--- config.mk ---
export PLATFORM = sky130hd
export DESIGN_NAME = pic_host_ctrl
export DESIGN_NICKNAME = d
export VERILOG_FILES = /design/src/hw/pic_host_ctrl.v
export VERILOG_INCLUDE_DIRS = /design/src /design/src/hw
export SDC_FILE = /design/constraint.sdc
export NUM_CORES = 1
export LEC_CHECK = 0
export BUFFER_PORTS_ARGS = -buffer_cell sky130_fd_sc_hd__buf_2
export CELL_PAD_IN_SITES_DETAIL_PLACEMENT = 0
export CELL_PAD_IN_SITES_GLOBAL_PLACEMENT = 1
export CORE_AREA = 10 10 135 137
export CTS_BUF_LIST = sky130_fd_sc_hd__clkbuf_8
export DETAILED_ROUTE_END_ITERATION = 10
export DIE_AREA = 0 0 145 147
export HOLD_SLACK_MARGIN = 0.1
export PLACE_DENSITY_LB_ADDON = 0.3
export SYNTH_ARGS = -nofsm -noshare
export SYNTH_HDL_FRONTEND = slang
export SYNTH_SLANG_ARGS = --single-unit
--- constraint.sdc ---
create_clock -name core_clk_i -period 3 [get_ports core_clk_i]
set_input_delay 0 -clock core_clk_i [delete_from_list [all_inputs] [get_ports core_clk_i]]
set_output_delay 0 -clock core_clk_i [all_outputs]
set_load 0.01 [all_outputs]
--- src/hw/pic_consts.vh ---
// constants for the host-side controller of the prioritized interrupt controller
`ifndef PIC_CONSTS_VH
`define PIC_CONSTS_VH
// apb register byte offsets
`define PIC_OFS_CMD 8'h00
`define PIC_OFS_STATUS 8'h04
`define PIC_OFS_RDATA 8'h08
`define PIC_OFS_ACKDATA 8'h0c
`define PIC_OFS_CFG 8'h10
`define PIC_OFS_INIT1 8'h14
`define PIC_OFS_INIT2 8'h18
`define PIC_OFS_INIT3 8'h1c
`define PIC_OFS_INIT4 8'h20
// command register fields
`define PIC_CMD_OP_LSB 0
`define PIC_CMD_A0_BIT 8
`define PIC_CMD_DATA_LSB 16
// command opcodes
`define PIC_OP_NOP 3'h0
`define PIC_OP_WRITE 3'h1
`define PIC_OP_READ 3'h2
`define PIC_OP_ACK 3'h3
`define PIC_OP_INIT 3'h4
// config register bits
`define PIC_CFG_VECTOR 0
`define PIC_CFG_AUTO_ACK 1
`define PIC_CFG_AUTO_END 2
// device word fields
`define PIC_W1_START_BIT 4
`define PIC_W1_SINGLE_BIT 1
`define PIC_W1_W4_BIT 0
`define PIC_END_CMD 8'h20
`define PIC_ACK_CALL_PULSES 3'h3
`define PIC_ACK_VEC_PULSES 3'h2
// reset values
`define PIC_CFG_RESET 3'h0
`define PIC_INIT1_RESET 8'h13
// timing in ns and in 20 ns clock cycles, least times rounded up
`define PIC_CLK_NS 20
`define PIC_RD_LOW_NS 160
`define PIC_WR_LOW_NS 120
`define PIC_ACK_LOW_NS 160
`define PIC_RECOV_NS 250
`define PIC_SYNC_CYC 2
`define PIC_RD_LOW_CYC ((`PIC_RD_LOW_NS + `PIC_CLK_NS - 1) / `PIC_CLK_NS + `PIC_SYNC_CYC)
`define PIC_WR_LOW_CYC ((`PIC_WR_LOW_NS + `PIC_CLK_NS - 1) / `PIC_CLK_NS)
`define PIC_ACK_LOW_CYC ((`PIC_ACK_LOW_NS + `PIC_CLK_NS - 1) / `PIC_CLK_NS + `PIC_SYNC_CYC)
`define PIC_RECOV_CYC ((`PIC_RECOV_NS + `PIC_CLK_NS - 1) / `PIC_CLK_NS)
`endif

--- src/hw/pic_host_ctrl.v ---
// host-side controller that drives the interrupt controller's bus and acknowledge pins
// What this block does
// - host acknowledges with low pulses; device returns one byte per pulse
// - host sends end-of-service after the acknowledge pulses only when the auto-end config bit is set
// - host writes init words consecutively in order; third gives slave map
// - host writes mask, priority and mode commands freely after initialization
// - host sends three pulses in call mode, two in vector mode
`timescale 1ns/100ps
`include "pic_consts.vh"

module pic_host_ctrl #(
  parameter DW = 8
) (
  input wire core_clk_i,
  input wire rst_n_i,
  input wire psel_i,
  input wire penable_i,
  input wire pwrite_i,
  input wire [7:0] paddr_i,
  input wire [31:0] pwdata_i,
  output reg [31:0] prdata_o,
  output reg pready_o,
  output reg pslverr_o,
  input wire [DW-1:0] dev_data_i,
  output reg [DW-1:0] dev_data_o,
  output reg dev_data_oe_o,
  output reg dev_cs_n_o,
  output reg dev_rd_n_o,
  output reg dev_wr_n_o,
  output reg dev_a0_o,
  output reg acknowledge_strobe_n_o,
  input wire dev_int_i
);

  localparam ST_IDLE = 5'b00001;
  localparam ST_ISSUE = 5'b00010;
  localparam ST_SET = 5'b00100;
  localparam ST_LOW = 5'b01000;
  localparam ST_GAP = 5'b10000;
  localparam K_WR = 2'd0;
  localparam K_RD = 2'd1;
  localparam K_ACK = 2'd2;
  // strobe and gap counts less one, cut to the counter width where loaded
  localparam [31:0] WR_LOW_M1 = `PIC_WR_LOW_CYC - 1;
  localparam [31:0] RD_LOW_M1 = `PIC_RD_LOW_CYC - 1;
  localparam [31:0] ACK_LOW_M1 = `PIC_ACK_LOW_CYC - 1;
  localparam [31:0] RECOV_M1 = `PIC_RECOV_CYC - 1;

  reg [4:0] st_q;
  reg [2:0] op_q;
  reg [2:0] step_q;
  reg [4:0] cnt_q;
  reg [1:0] kind_q;
  reg [2:0] cfg_q;
  reg [7:0] w1_q;
  reg [7:0] w2_q;
  reg [7:0] w3_q;
  reg [7:0] w4_q;
  reg [7:0] cmd_data_q;
  reg cmd_a0_q;
  reg [7:0] rdata_q;
  reg [23:0] ack_data_q;
  reg init_done_q;
  reg [DW-1:0] din_s1_q;
  reg [DW-1:0] din_s2_q;
  reg int_s1_q;
  reg int_s2_q;

  reg nx_valid;
  reg [1:0] nx_kind;
  reg nx_a0;
  reg [7:0] nx_data;
  reg [31:0] rd_mux;
  reg addr_ok;

  wire busy = (st_q != ST_IDLE);
  wire [2:0] ack_pulses = cfg_q[`PIC_CFG_VECTOR] ? `PIC_ACK_VEC_PULSES : `PIC_ACK_CALL_PULSES;
  wire need_w3 = ~w1_q[`PIC_W1_SINGLE_BIT];
  wire need_w4 = w1_q[`PIC_W1_W4_BIT];
  wire apb_wr = psel_i & penable_i & pready_o & pwrite_i;
  wire cmd_wr = apb_wr & (paddr_i == `PIC_OFS_CMD);
  wire [2:0] cmd_op = pwdata_i[`PIC_CMD_OP_LSB +: 3];
  wire auto_ack = cfg_q[`PIC_CFG_AUTO_ACK] & init_done_q & int_s2_q;

  // asynchronous pins pass two flip-flops first
  always @(posedge core_clk_i) begin
    if (!rst_n_i) begin
      din_s1_q <= {DW{1'b0}};
      din_s2_q <= {DW{1'b0}};
      int_s1_q <= 1'b0;
      int_s2_q <= 1'b0;
    end else begin
      din_s1_q <= dev_data_i;
      din_s2_q <= din_s1_q;
      int_s1_q <= dev_int_i;
      int_s2_q <= int_s1_q;
    end
  end

  // next device access of the running operation
  always @* begin
    nx_valid = 1'b0;
    nx_kind = K_WR;
    nx_a0 = 1'b0;
    nx_data = 8'h00;
    case (op_q)
      `PIC_OP_INIT: begin
        nx_valid = 1'b1;
        if (step_q == 3'd0) begin
          nx_data = w1_q | (8'h01 << `PIC_W1_START_BIT);
        end else if (step_q == 3'd1) begin
          nx_a0 = 1'b1;
          nx_data = w2_q;
        end else if (step_q == 3'd2 && need_w3) begin
          nx_a0 = 1'b1;
          nx_data = w3_q;
        end else if (need_w4 && (step_q == (need_w3 ? 3'd3 : 3'd2))) begin
          nx_a0 = 1'b1;
          nx_data = w4_q;
        end else begin
          nx_valid = 1'b0;
        end
      end
      `PIC_OP_ACK: begin
        if (step_q < ack_pulses) begin
          nx_valid = 1'b1;
          nx_kind = K_ACK;
        end else if (step_q == ack_pulses && cfg_q[`PIC_CFG_AUTO_END]) begin
          nx_valid = 1'b1;
          nx_data = `PIC_END_CMD;
        end
      end
      `PIC_OP_WRITE: begin
        nx_valid = (step_q == 3'd0);
        nx_a0 = cmd_a0_q;
        nx_data = cmd_data_q;
      end
      `PIC_OP_READ: begin
        nx_valid = (step_q == 3'd0);
        nx_kind = K_RD;
        nx_a0 = cmd_a0_q;
      end
      default: begin
        nx_valid = 1'b0;
      end
    endcase
  end

  // device pin sequencer
  always @(posedge core_clk_i) begin
    if (!rst_n_i) begin
      st_q <= ST_IDLE;
      op_q <= `PIC_OP_NOP;
      step_q <= 3'd0;
      cnt_q <= 5'd0;
      kind_q <= K_WR;
      cmd_data_q <= 8'h00;
      cmd_a0_q <= 1'b0;
      rdata_q <= 8'h00;
      ack_data_q <= 24'h000000;
      init_done_q <= 1'b0;
      dev_data_o <= {DW{1'b0}};
      dev_data_oe_o <= 1'b0;
      dev_cs_n_o <= 1'b1;
      dev_rd_n_o <= 1'b1;
      dev_wr_n_o <= 1'b1;
      dev_a0_o <= 1'b0;
      acknowledge_strobe_n_o <= 1'b1;
    end else begin
      case (st_q)
        ST_IDLE: begin
          if (cmd_wr && cmd_op != `PIC_OP_NOP) begin
            op_q <= cmd_op;
            step_q <= 3'd0;
            cmd_a0_q <= pwdata_i[`PIC_CMD_A0_BIT];
            cmd_data_q <= pwdata_i[`PIC_CMD_DATA_LSB +: 8];
            if (cmd_op == `PIC_OP_INIT) begin
              init_done_q <= 1'b0;
            end
            st_q <= ST_ISSUE;
          end else if (auto_ack) begin
            op_q <= `PIC_OP_ACK;
            step_q <= 3'd0;
            st_q <= ST_ISSUE;
          end
        end
        ST_ISSUE: begin
          if (nx_valid) begin
            kind_q <= nx_kind;
            dev_a0_o <= nx_a0;
            dev_cs_n_o <= (nx_kind == K_ACK); // acknowledge runs without select
            dev_data_o <= nx_data[DW-1:0];
            dev_data_oe_o <= (nx_kind == K_WR);
            st_q <= ST_SET;
          end else begin
            if (op_q == `PIC_OP_INIT) begin
              init_done_q <= 1'b1;
            end
            op_q <= `PIC_OP_NOP;
            st_q <= ST_IDLE;
          end
        end
        ST_SET: begin
          dev_rd_n_o <= (kind_q != K_RD);
          dev_wr_n_o <= (kind_q != K_WR);
          acknowledge_strobe_n_o <= (kind_q != K_ACK);
          cnt_q <= (kind_q == K_WR) ? WR_LOW_M1[4:0] :
                   (kind_q == K_RD) ? RD_LOW_M1[4:0] : ACK_LOW_M1[4:0];
          st_q <= ST_LOW;
        end
        ST_LOW: begin
          if (cnt_q != 5'd0) begin
            cnt_q <= cnt_q - 5'd1;
          end else begin
            if (kind_q == K_RD) begin
              rdata_q <= din_s2_q[7:0];
            end
            if (kind_q == K_ACK) begin
              ack_data_q[step_q[1:0]*8 +: 8] <= din_s2_q[7:0];
            end
            dev_rd_n_o <= 1'b1;
            dev_wr_n_o <= 1'b1;
            acknowledge_strobe_n_o <= 1'b1;
            cnt_q <= RECOV_M1[4:0];
            st_q <= ST_GAP;
          end
        end
        ST_GAP: begin
          dev_cs_n_o <= 1'b1;
          dev_data_oe_o <= 1'b0;
          if (cnt_q != 5'd0) begin
            cnt_q <= cnt_q - 5'd1;
          end else begin
            step_q <= step_q + 3'd1;
            st_q <= ST_ISSUE;
          end
        end
        default: begin
          st_q <= ST_IDLE;
        end
      endcase
    end
  end

  // apb register decode
  always @* begin
    addr_ok = 1'b1;
    rd_mux = 32'h00000000;
    case (paddr_i)
      `PIC_OFS_CMD: rd_mux = {8'h00, cmd_data_q, 7'h00, cmd_a0_q, 5'h00, op_q};
      `PIC_OFS_STATUS: rd_mux = {29'h0, init_done_q, int_s2_q, busy};
      `PIC_OFS_RDATA: rd_mux = {24'h0, rdata_q};
      `PIC_OFS_ACKDATA: rd_mux = {8'h00, ack_data_q};
      `PIC_OFS_CFG: rd_mux = {29'h0, cfg_q};
      `PIC_OFS_INIT1: rd_mux = {24'h0, w1_q};
      `PIC_OFS_INIT2: rd_mux = {24'h0, w2_q};
      `PIC_OFS_INIT3: rd_mux = {24'h0, w3_q};
      `PIC_OFS_INIT4: rd_mux = {24'h0, w4_q};
      default: addr_ok = 1'b0;
    endcase
  end

  always @(posedge core_clk_i) begin
    if (!rst_n_i) begin
      prdata_o <= 32'h00000000;
      pready_o <= 1'b0;
      pslverr_o <= 1'b0;
      cfg_q <= `PIC_CFG_RESET;
      w1_q <= `PIC_INIT1_RESET;
      w2_q <= 8'h00;
      w3_q <= 8'h00;
      w4_q <= 8'h00;
    end else begin
      pready_o <= psel_i & ~penable_i;
      pslverr_o <= psel_i & ~penable_i & ~addr_ok;
      prdata_o <= (psel_i & ~penable_i & ~pwrite_i) ? rd_mux : 32'h00000000;
      if (apb_wr) begin
        case (paddr_i)
          `PIC_OFS_CFG: cfg_q <= pwdata_i[2:0];
          `PIC_OFS_INIT1: w1_q <= pwdata_i[7:0];
          `PIC_OFS_INIT2: w2_q <= pwdata_i[7:0];
          `PIC_OFS_INIT3: w3_q <= pwdata_i[7:0];
          `PIC_OFS_INIT4: w4_q <= pwdata_i[7:0];
          default: cfg_q <= cfg_q;
        endcase
      end
    end
  end

endmodule

==> results by group, run 1 <==
Floorplan
  – Rows: 46
  – Core ar.: 15600 um^2
  – IO Count: 102
  – Starting Density: 42.9%
  – DIE AREA: 21300 um^2
  – Die W: 145 um
  – Die H: approximately 150 um

STA
  – Crit share post-route: 86.1%
  – FMAX: around 390 MHz
  – Unrepaired setup endpoints after global routing: false
  – Max-slew violation count: 0
  – Min cycle time layout: 2580 ps
  – Worst hold slack: 185 ps
  – Final hold violations: 0
  – Setup Viol. Count Final: 0
  – Worst Skew: roughly 7.5 ps
  – Slew headroom: a little under half
  – Setup_tns: 0 ps
  – Worst-Margin Slew: 779 ps

Placement
  – Hpwl dp: 15100 um
  – Routability Congestion: 0.911
  – Port bufs: 78

Synthesis
  – Cell variety after synth: 60
  – EDFF count, synth: 0
  – Asr flop ratio synth: 0%
  – Seq cells post-synth: 153
  – Avg Cell Area, Syn: 8.84 um^2
  – Post-synthesis sequential area ratio: 45.8%
  – Top_reg_cell synth: dfxtp_1
  – Yosys warning count: 0
  – Cell area after synthesis: 6690 um^2
  – Post-Syn Instances: around 760

Pwr
  – Maximum vdd drop: 318 uV
  – Sequential share of power: 53.1%
  – Cell-internal power: between 2000 and 3000 uW
  – Clock power share: about 42%
  – Switch share: 25.1%
  – Power Dens Cells: 478 nW/um^2
  – Combinational power share: 4.5%
  – LEAKAGE: 0.00324 uW
  – Sw power: 970 uW

Critical path
  – Worst Path Class, Setup: in -> reg
  – CP Capture Type: flip-flop
  – Worst Setup SP: paddr_i[5]
  – CP Capture Point: w1_q[4]
  – Worst-path fanout max: 8
  – Worst setup SP type: input port
  – FF-to-FF path depth: 7
  – Flop2flop setup slack: 480 ps
  – Req. time, crit path: about 3400 ps
  – FF-to-FF Start: cnt_q[0]
  – CP arrival: slightly below 3000 ps
  – Worst R2R End: rdata_q[1]

Routing
  – Via-to-Cell Ratio: 5.48
  – WL final: around 20000 um
  – Drt pass-1 iters: 5
  – WL per Instance: between 15 and 20 um
  – Total number of vias: 6001
  – Initial DRC count: just over 500
  – Drt drc: 0
  – Routed Antenna Nets: 0

Clock network
  – PostCTS Resize Cnt: 0
  – H-tree depth: 4
  – CTS sink count: approximately 150
  – Longest Clk Path Bufs: 2
  – CTS tree: built
  – Cts bufs inserted: 17
  – Root buffer cell: clkbuf_8
  – Worst-path clk slew: about 90 ps
  – Clk_lat worst skew: around 460 ps

Global route
  – Vias in the first global route: around 6000
  – First-pass GRT wire length: 32300 um
  – Initial antenna violation count: 0
  – Remaining global-route overflow: 0
  – Largest net degree at the start of global routing: 71
  – GR Util All Layers: about a fifth

Final layout
  – Fin util: 51.9%
  – Diodes inserted: 0
  – Share of layout cells above drive strength 1: 15.8%
  – Nets: 927
  – Fillers: 1448
  – Area Overhead vs Synth: 21.0%

Job
  – Max Cap Violations: 0

Min path
  – Hold Path Class: in -> reg

Status
  – Run status: completed
-- registers in the layout (all words and copies together) (netlist names), 5 cells and up --
name / count
dev_data_o: 8
din_s1_q: 8
prdata_o: 24
ack_data_q: 24
st_q: 5
w3_q: 8
cmd_data_q: 8
din_s2_q: 8
w4_q: 8
cnt_q: 5
w1_q: 8
rdata_q: 8
w2_q: 8
-- per-layer routing --
layer	global-route usage, %	vias to the layer above	share of wire [%]
met5	0	-	0
met4	7.92	0	2.7
met3	3.87	35	4.5
met2	32.1	160	49
met1	22.7	2882	44
li1	-	2924	-
-- area by class of cell --
cell class / instances / area [um^2] / share of cell area, %
clock inverters: 15 / 176 / 2.18
multi-input cells: 545 / 3360 / 41.5
inverters: 14 / 52.6 / 0.649
flip-flops and latches: 153 / 3060 / 37.8
clock buffers: 17 / 234 / 2.89
repair buffers: 136 / 936 / 11.6
well taps: 216 / 270 / 3.34
-- critical path: stages --
cell and delay, ps:
dlygate4sd3_1 530, buf_2 140, or4b_1 620, nor2_1 450
nand3_1 130, buf_4 220, mux2i_1 170, nand2_1 70
dlygate4sd3_1 590
-- logic make-up after synthesis --
kind of cell	share of synthesized area, %
muxes	8.70
xor gates and xnor gates	0.262
DFF	45.8
buffers and inverters	4.43
and+or+nand+nor	23.6
AOI/OAI and AO/OA	15.9
adders and majority gates	1.27
other	0.0561
-- per-stage QoR --
stage               power [uW]  worst slack, ps  instance area (um^2)  std cells
finish                    3870              418                  8090       1096
global route              3990              218                  8090       1096
CTS                       3890              478                  8090       1096
detailed placement        2240              539                  7290       1025
global placement          2230              581                  7290       1025
floorplan                 2190              577                  6720        764
-- cell usage after synthesis, types with 4 or more instances --
master / number / area share, %
a211oi_1: 6 / 0.67
a21o_1: 5 / 0.56
a21oi_1: 55 / 4.1
a221oi_1: 12 / 1.6
a22oi_1: 26 / 2.9
a31oi_1: 5 / 0.47
a32o_1: 8 / 1.2
and2_1: 24 / 2.2
and3_1: 10 / 0.94
buf_4: 9 / 1.0
clkbuf_1: 41 / 2.3
dfxtp_1: 153 / 46
ha_1: 6 / 1.1
inv_1: 13 / 0.73
mux2i_1: 57 / 8.5
nand2_1: 57 / 3.2
nand2b_1: 12 / 1.1
nand3_1: 38 / 2.8
nand3b_1: 4 / 0.45
nand4_1: 4 / 0.37
nor2_1: 97 / 5.4
nor2b_1: 7 / 0.65
nor3_1: 19 / 1.4
nor3b_1: 7 / 0.79
nor4_1: 5 / 0.47
nor4b_1: 4 / 0.52
o21ai_0: 8 / 0.60
o21ai_1: 6 / 0.45
o31ai_1: 7 / 0.79
or3_1: 5 / 0.47
-- layout by cell type, fill, tap and decap left out, drive strengths merged, types with 8 or more instances in the layout --
cell         Yosys  final
a32o             8      8
nor2            97     97
mux2i           57     57
nand3           38     38
nand2           57     57
buf             11     97
a22oi           26     26
clkbuf          41     17
nand2b          12     12
dfxtp          153    153
nor3            20     20
a221oi          12     12
and3            10     10
dlygate4sd3      0     39
conb             1      8
o21ai           14     14
inv             14     24
a21oi           55     55
and2            24     24
-- power by group through the flow --
stage	Clock, uW	Combinational (uW)	Sequential, uW
2_1_floorplan	0	89.3	2100
3_3_place_gp	0	132	2100
3_5_place_dp	0	135	2100
4_1_cts	1670	171	2050
5_1_grt	1750	188	2060
6_report	1640	174	2050
-- what timing repair did --
action / CTS / global route
setup buffers: 0 / 0
hold buffers: 39 / 0
hold endpoints to repair: 70 / 0
-- how the worst min path moves through the flow --
stage / end / depth (start not counted) / from
after floorplan: w1_q[4] / 2 / pwdata_i[4]
after global placement: din_s1_q[1] / 2 / dev_data_i[1]
after detailed placement: din_s1_q[7] / 2 / dev_data_i[7]
after CTS: prdata_o[11] / 5 / psel_i
after global routing: op_q[2] / 6 / psel_i
final: prdata_o[11] / 5 / psel_i
Power figures use the tool's default switching activity.
==> inputs of run 2 (changes only) <==
--- a/config.mk
+++ b/config.mk
@@ -9,10 +9,11 @@
 export BUFFER_PORTS_ARGS = -buffer_cell sky130_fd_sc_hd__buf_2
 export CELL_PAD_IN_SITES_DETAIL_PLACEMENT = 0
 export CELL_PAD_IN_SITES_GLOBAL_PLACEMENT = 1
-export CORE_AREA = 10 10 135 137
+export CORE_AREA = 10 10 141 143
 export CTS_BUF_LIST = sky130_fd_sc_hd__clkbuf_8
 export DETAILED_ROUTE_END_ITERATION = 10
-export DIE_AREA = 0 0 145 147
+export DIE_AREA = 0 0 151 153
+export GPL_TIMING_DRIVEN = 0
 export HOLD_SLACK_MARGIN = 0.1
 export PLACE_DENSITY_LB_ADDON = 0.3
 export SYNTH_ARGS = -nofsm -noshare
==> constraint.sdc (replaced) <==
create_clock -name core_clk_i -period 2.2 [get_ports core_clk_i]
set_input_delay 0 -clock core_clk_i [delete_from_list [all_inputs] [get_ports core_clk_i]]
set_output_delay 0 -clock core_clk_i [all_outputs]
set_load 0.05 [all_outputs]
==> run 2 against run 1 <==
The run now ends with negative setup slack left. Routed wire length grew 8.3%. Design area grew 6.4%. Non-clock buffer count grew 40. Worst setup slack lost 540 ps. Final cell count grew 4.5%. Core utilization shrank 1.4 points. Clock-buffer cell count grew 1. Sequential share of layout area shrank 2.2 points. Register-to-register slack lost 600 ps. Worst hold slack lost 61 ps.
==> results by group, run 2 (synthesis results as in run 1) <==
Placement
  – Hpwl dp: 16000 um
  – Place WS: -645 ps
  – Routability Congestion: 0.873
  – Port bufs: 74

STA
  – Unrepaired setup endpoints after global routing: true
  – Slack of the critical path: -118 ps
  – Worst Skew: 19.7 ps
  – Crit share post-route: 105%
  – Worst-Margin Slew: about 900 ps
  – FMAX: approximately 430 MHz
  – Setup Viol. Count Final: 7
  – Max-slew violation count: 0
  – Min cycle time layout: about 2300 ps
  – Slew headroom: 38.1%
  – Final hold violations: 0

Pwr
  – Power Dens Cells: about 600 nW/um^2
  – Combinational power share: 6.0%
  – Switch share: 27.3%
  – Tot Pwr: 5190 uW
  – Sw power: 1420 uW
  – Sequential share of power: 53.9%
  – Clock power share: 40.1%
  – Maximum vdd drop: around 460 uV
  – Cell-internal power: 3770 uW
  – LEAKAGE: 0.00342 uW

Critical path
  – Worst Path Class, Setup: reg -> reg
  – Req. time, crit path: approximately 2600 ps
  – Worst setup SP type: flip-flop
  – CP Capture Type: flip-flop
  – CP arrival: 2730 ps
  – Worst-path fanout max: 7

Clock network
  – H-tree depth: 4
  – CTS tree: built
  – Worst-path clk slew: 100 ps
  – Longest Clk Path Bufs: 2
  – Clk_lat worst skew: 480 ps
  – CTS sink count: 153
  – Root buffer cell: clkbuf_8
  – Cts bufs inserted: 17

Routing
  – Total number of vias: 6178
  – WL final: 22100 um
  – Drt drc: 0
  – Via-to-Cell Ratio: 5.40
  – Drt pass-1 iters: 5
  – Routed Antenna Nets: 0
  – WL per Instance: 19.3 um
  – Initial DRC count: 559

Global route
  – GR Util All Layers: a little under a fifth
  – Remaining global-route overflow: 0
  – Largest net degree at the start of global routing: 17
  – Initial antenna violation count: 0
  – Vias in the first global route: 5900
  – First-pass GRT wire length: 33500 um

Final layout
  – Most frequent cells in the layout: 148 x dfxtp_1, 93 x nor2_1, 74 x buf_2
  – Nets: ~970
  – Share of layout cells above drive strength 1: 22.5%
  – Top flop regs: ack_data_q x24, prdata_o x24
  – Fillers: 1690
  – Fin util: 50.5%
  – Diodes inserted: 0
  – Commonest non-fill, non-tap cell in the layout: dfxtp_1
  – Area Overhead vs Synth: 28.7%

Floorplan
  – Die H: roughly 150 um
  – DIE AREA: 23100 um^2
  – Starting Density: 39.2%
  – Rows: 48
  – Die W: between 150 and 200 um
  – IO Count: 102
  – Core ar.: 17100 um^2

Status
  – Failing checks: negative setup slack
  – Run status: finished, violations left

Job
  – Max Cap Violations: 0

Min path
  – Hold Path Class: in -> reg
run 2: critical path, cell delays in order (launching register included):
cell        delay [ps]
dfxtp_2            370
buf_8              120
clkinvlp_4         140
ha_4               200
or3b_4             380
a211oi_4           280
buf_12             180
a221oi_2           100
o31ai_2            320
a32o_1             170
run 2: layer usage:
layer  vias to the layer above  GRT usage [%]  wire (um)
li1                       3011              -          -
met1                      2945           24.2       9690
met3                        25           3.87       1310
met5                         -              0          0
met4                         0           5.64        350
met2                       197           30.4      10700
run 2: power by group through the flow:
| stage | clock [uW] | combinational, uW | sequential [uW] |
|---|---|---|---|
| finish | 2080 | 311 | 2800 |
| global placement | 0 | 245 | 2860 |
| CTS | 2110 | 301 | 2800 |
| detailed placement | 0 | 245 | 2860 |
| floorplan | 0 | 146 | 2860 |
| global route | 2220 | 333 | 2800 |
run 2: cell type report:
cell class              instances  area [um^2]  share of cell area [%]
plain buffers                  44          250                    2.91
clock buffers                  18          248                    2.88
clock inverters                14          129                    1.50
inverters                      14         56.3                   0.654
multi-input cells             545         3660                    42.5
flip-flops and latches        153         3070                    35.7
well taps                     225          282                    3.27
repair buffers                132          916                    10.6
run 2: what timing repair did:
item / 4_1_cts / 5_1_grt
pin swaps: 15 / 16
cloned: 1 / 0
buffers inserted: 7 / 14
endpoints found under the hold margin: 68 / 0
hold buffers: 36 / 0
endpoints found under the setup margin: 74 / 88
resized for setup: 36 / 51
run 2: worst paths after layout:
kind	startpoint	end	slack, ps	depth (start not counted)
hold reg to reg	din_s1_q[0]	din_s2_q[0]	430	1
setup reg to reg	step_q[0]	dev_data_o[3]	-120	9
hold / removal	paddr_i[4]	prdata_o[1]	120	6
setup / recovery	step_q[0]	dev_data_o[3]	-120	9
run 2: metrics by stage:
stage / TNS [ps] / cells / area, um^2 / hold WS [ps]
final: -411 / 1145 / 8610 / 124
after global routing: -1380 / 1145 / 8610 / 128
after CTS: -497 / 1133 / 8320 / 103
after detailed placement: -38900 / 1063 / 7380 / 208
after global placement: -39510 / 1063 / 7380 / 205
after floorplan: -249 / 764 / 6730 / 125
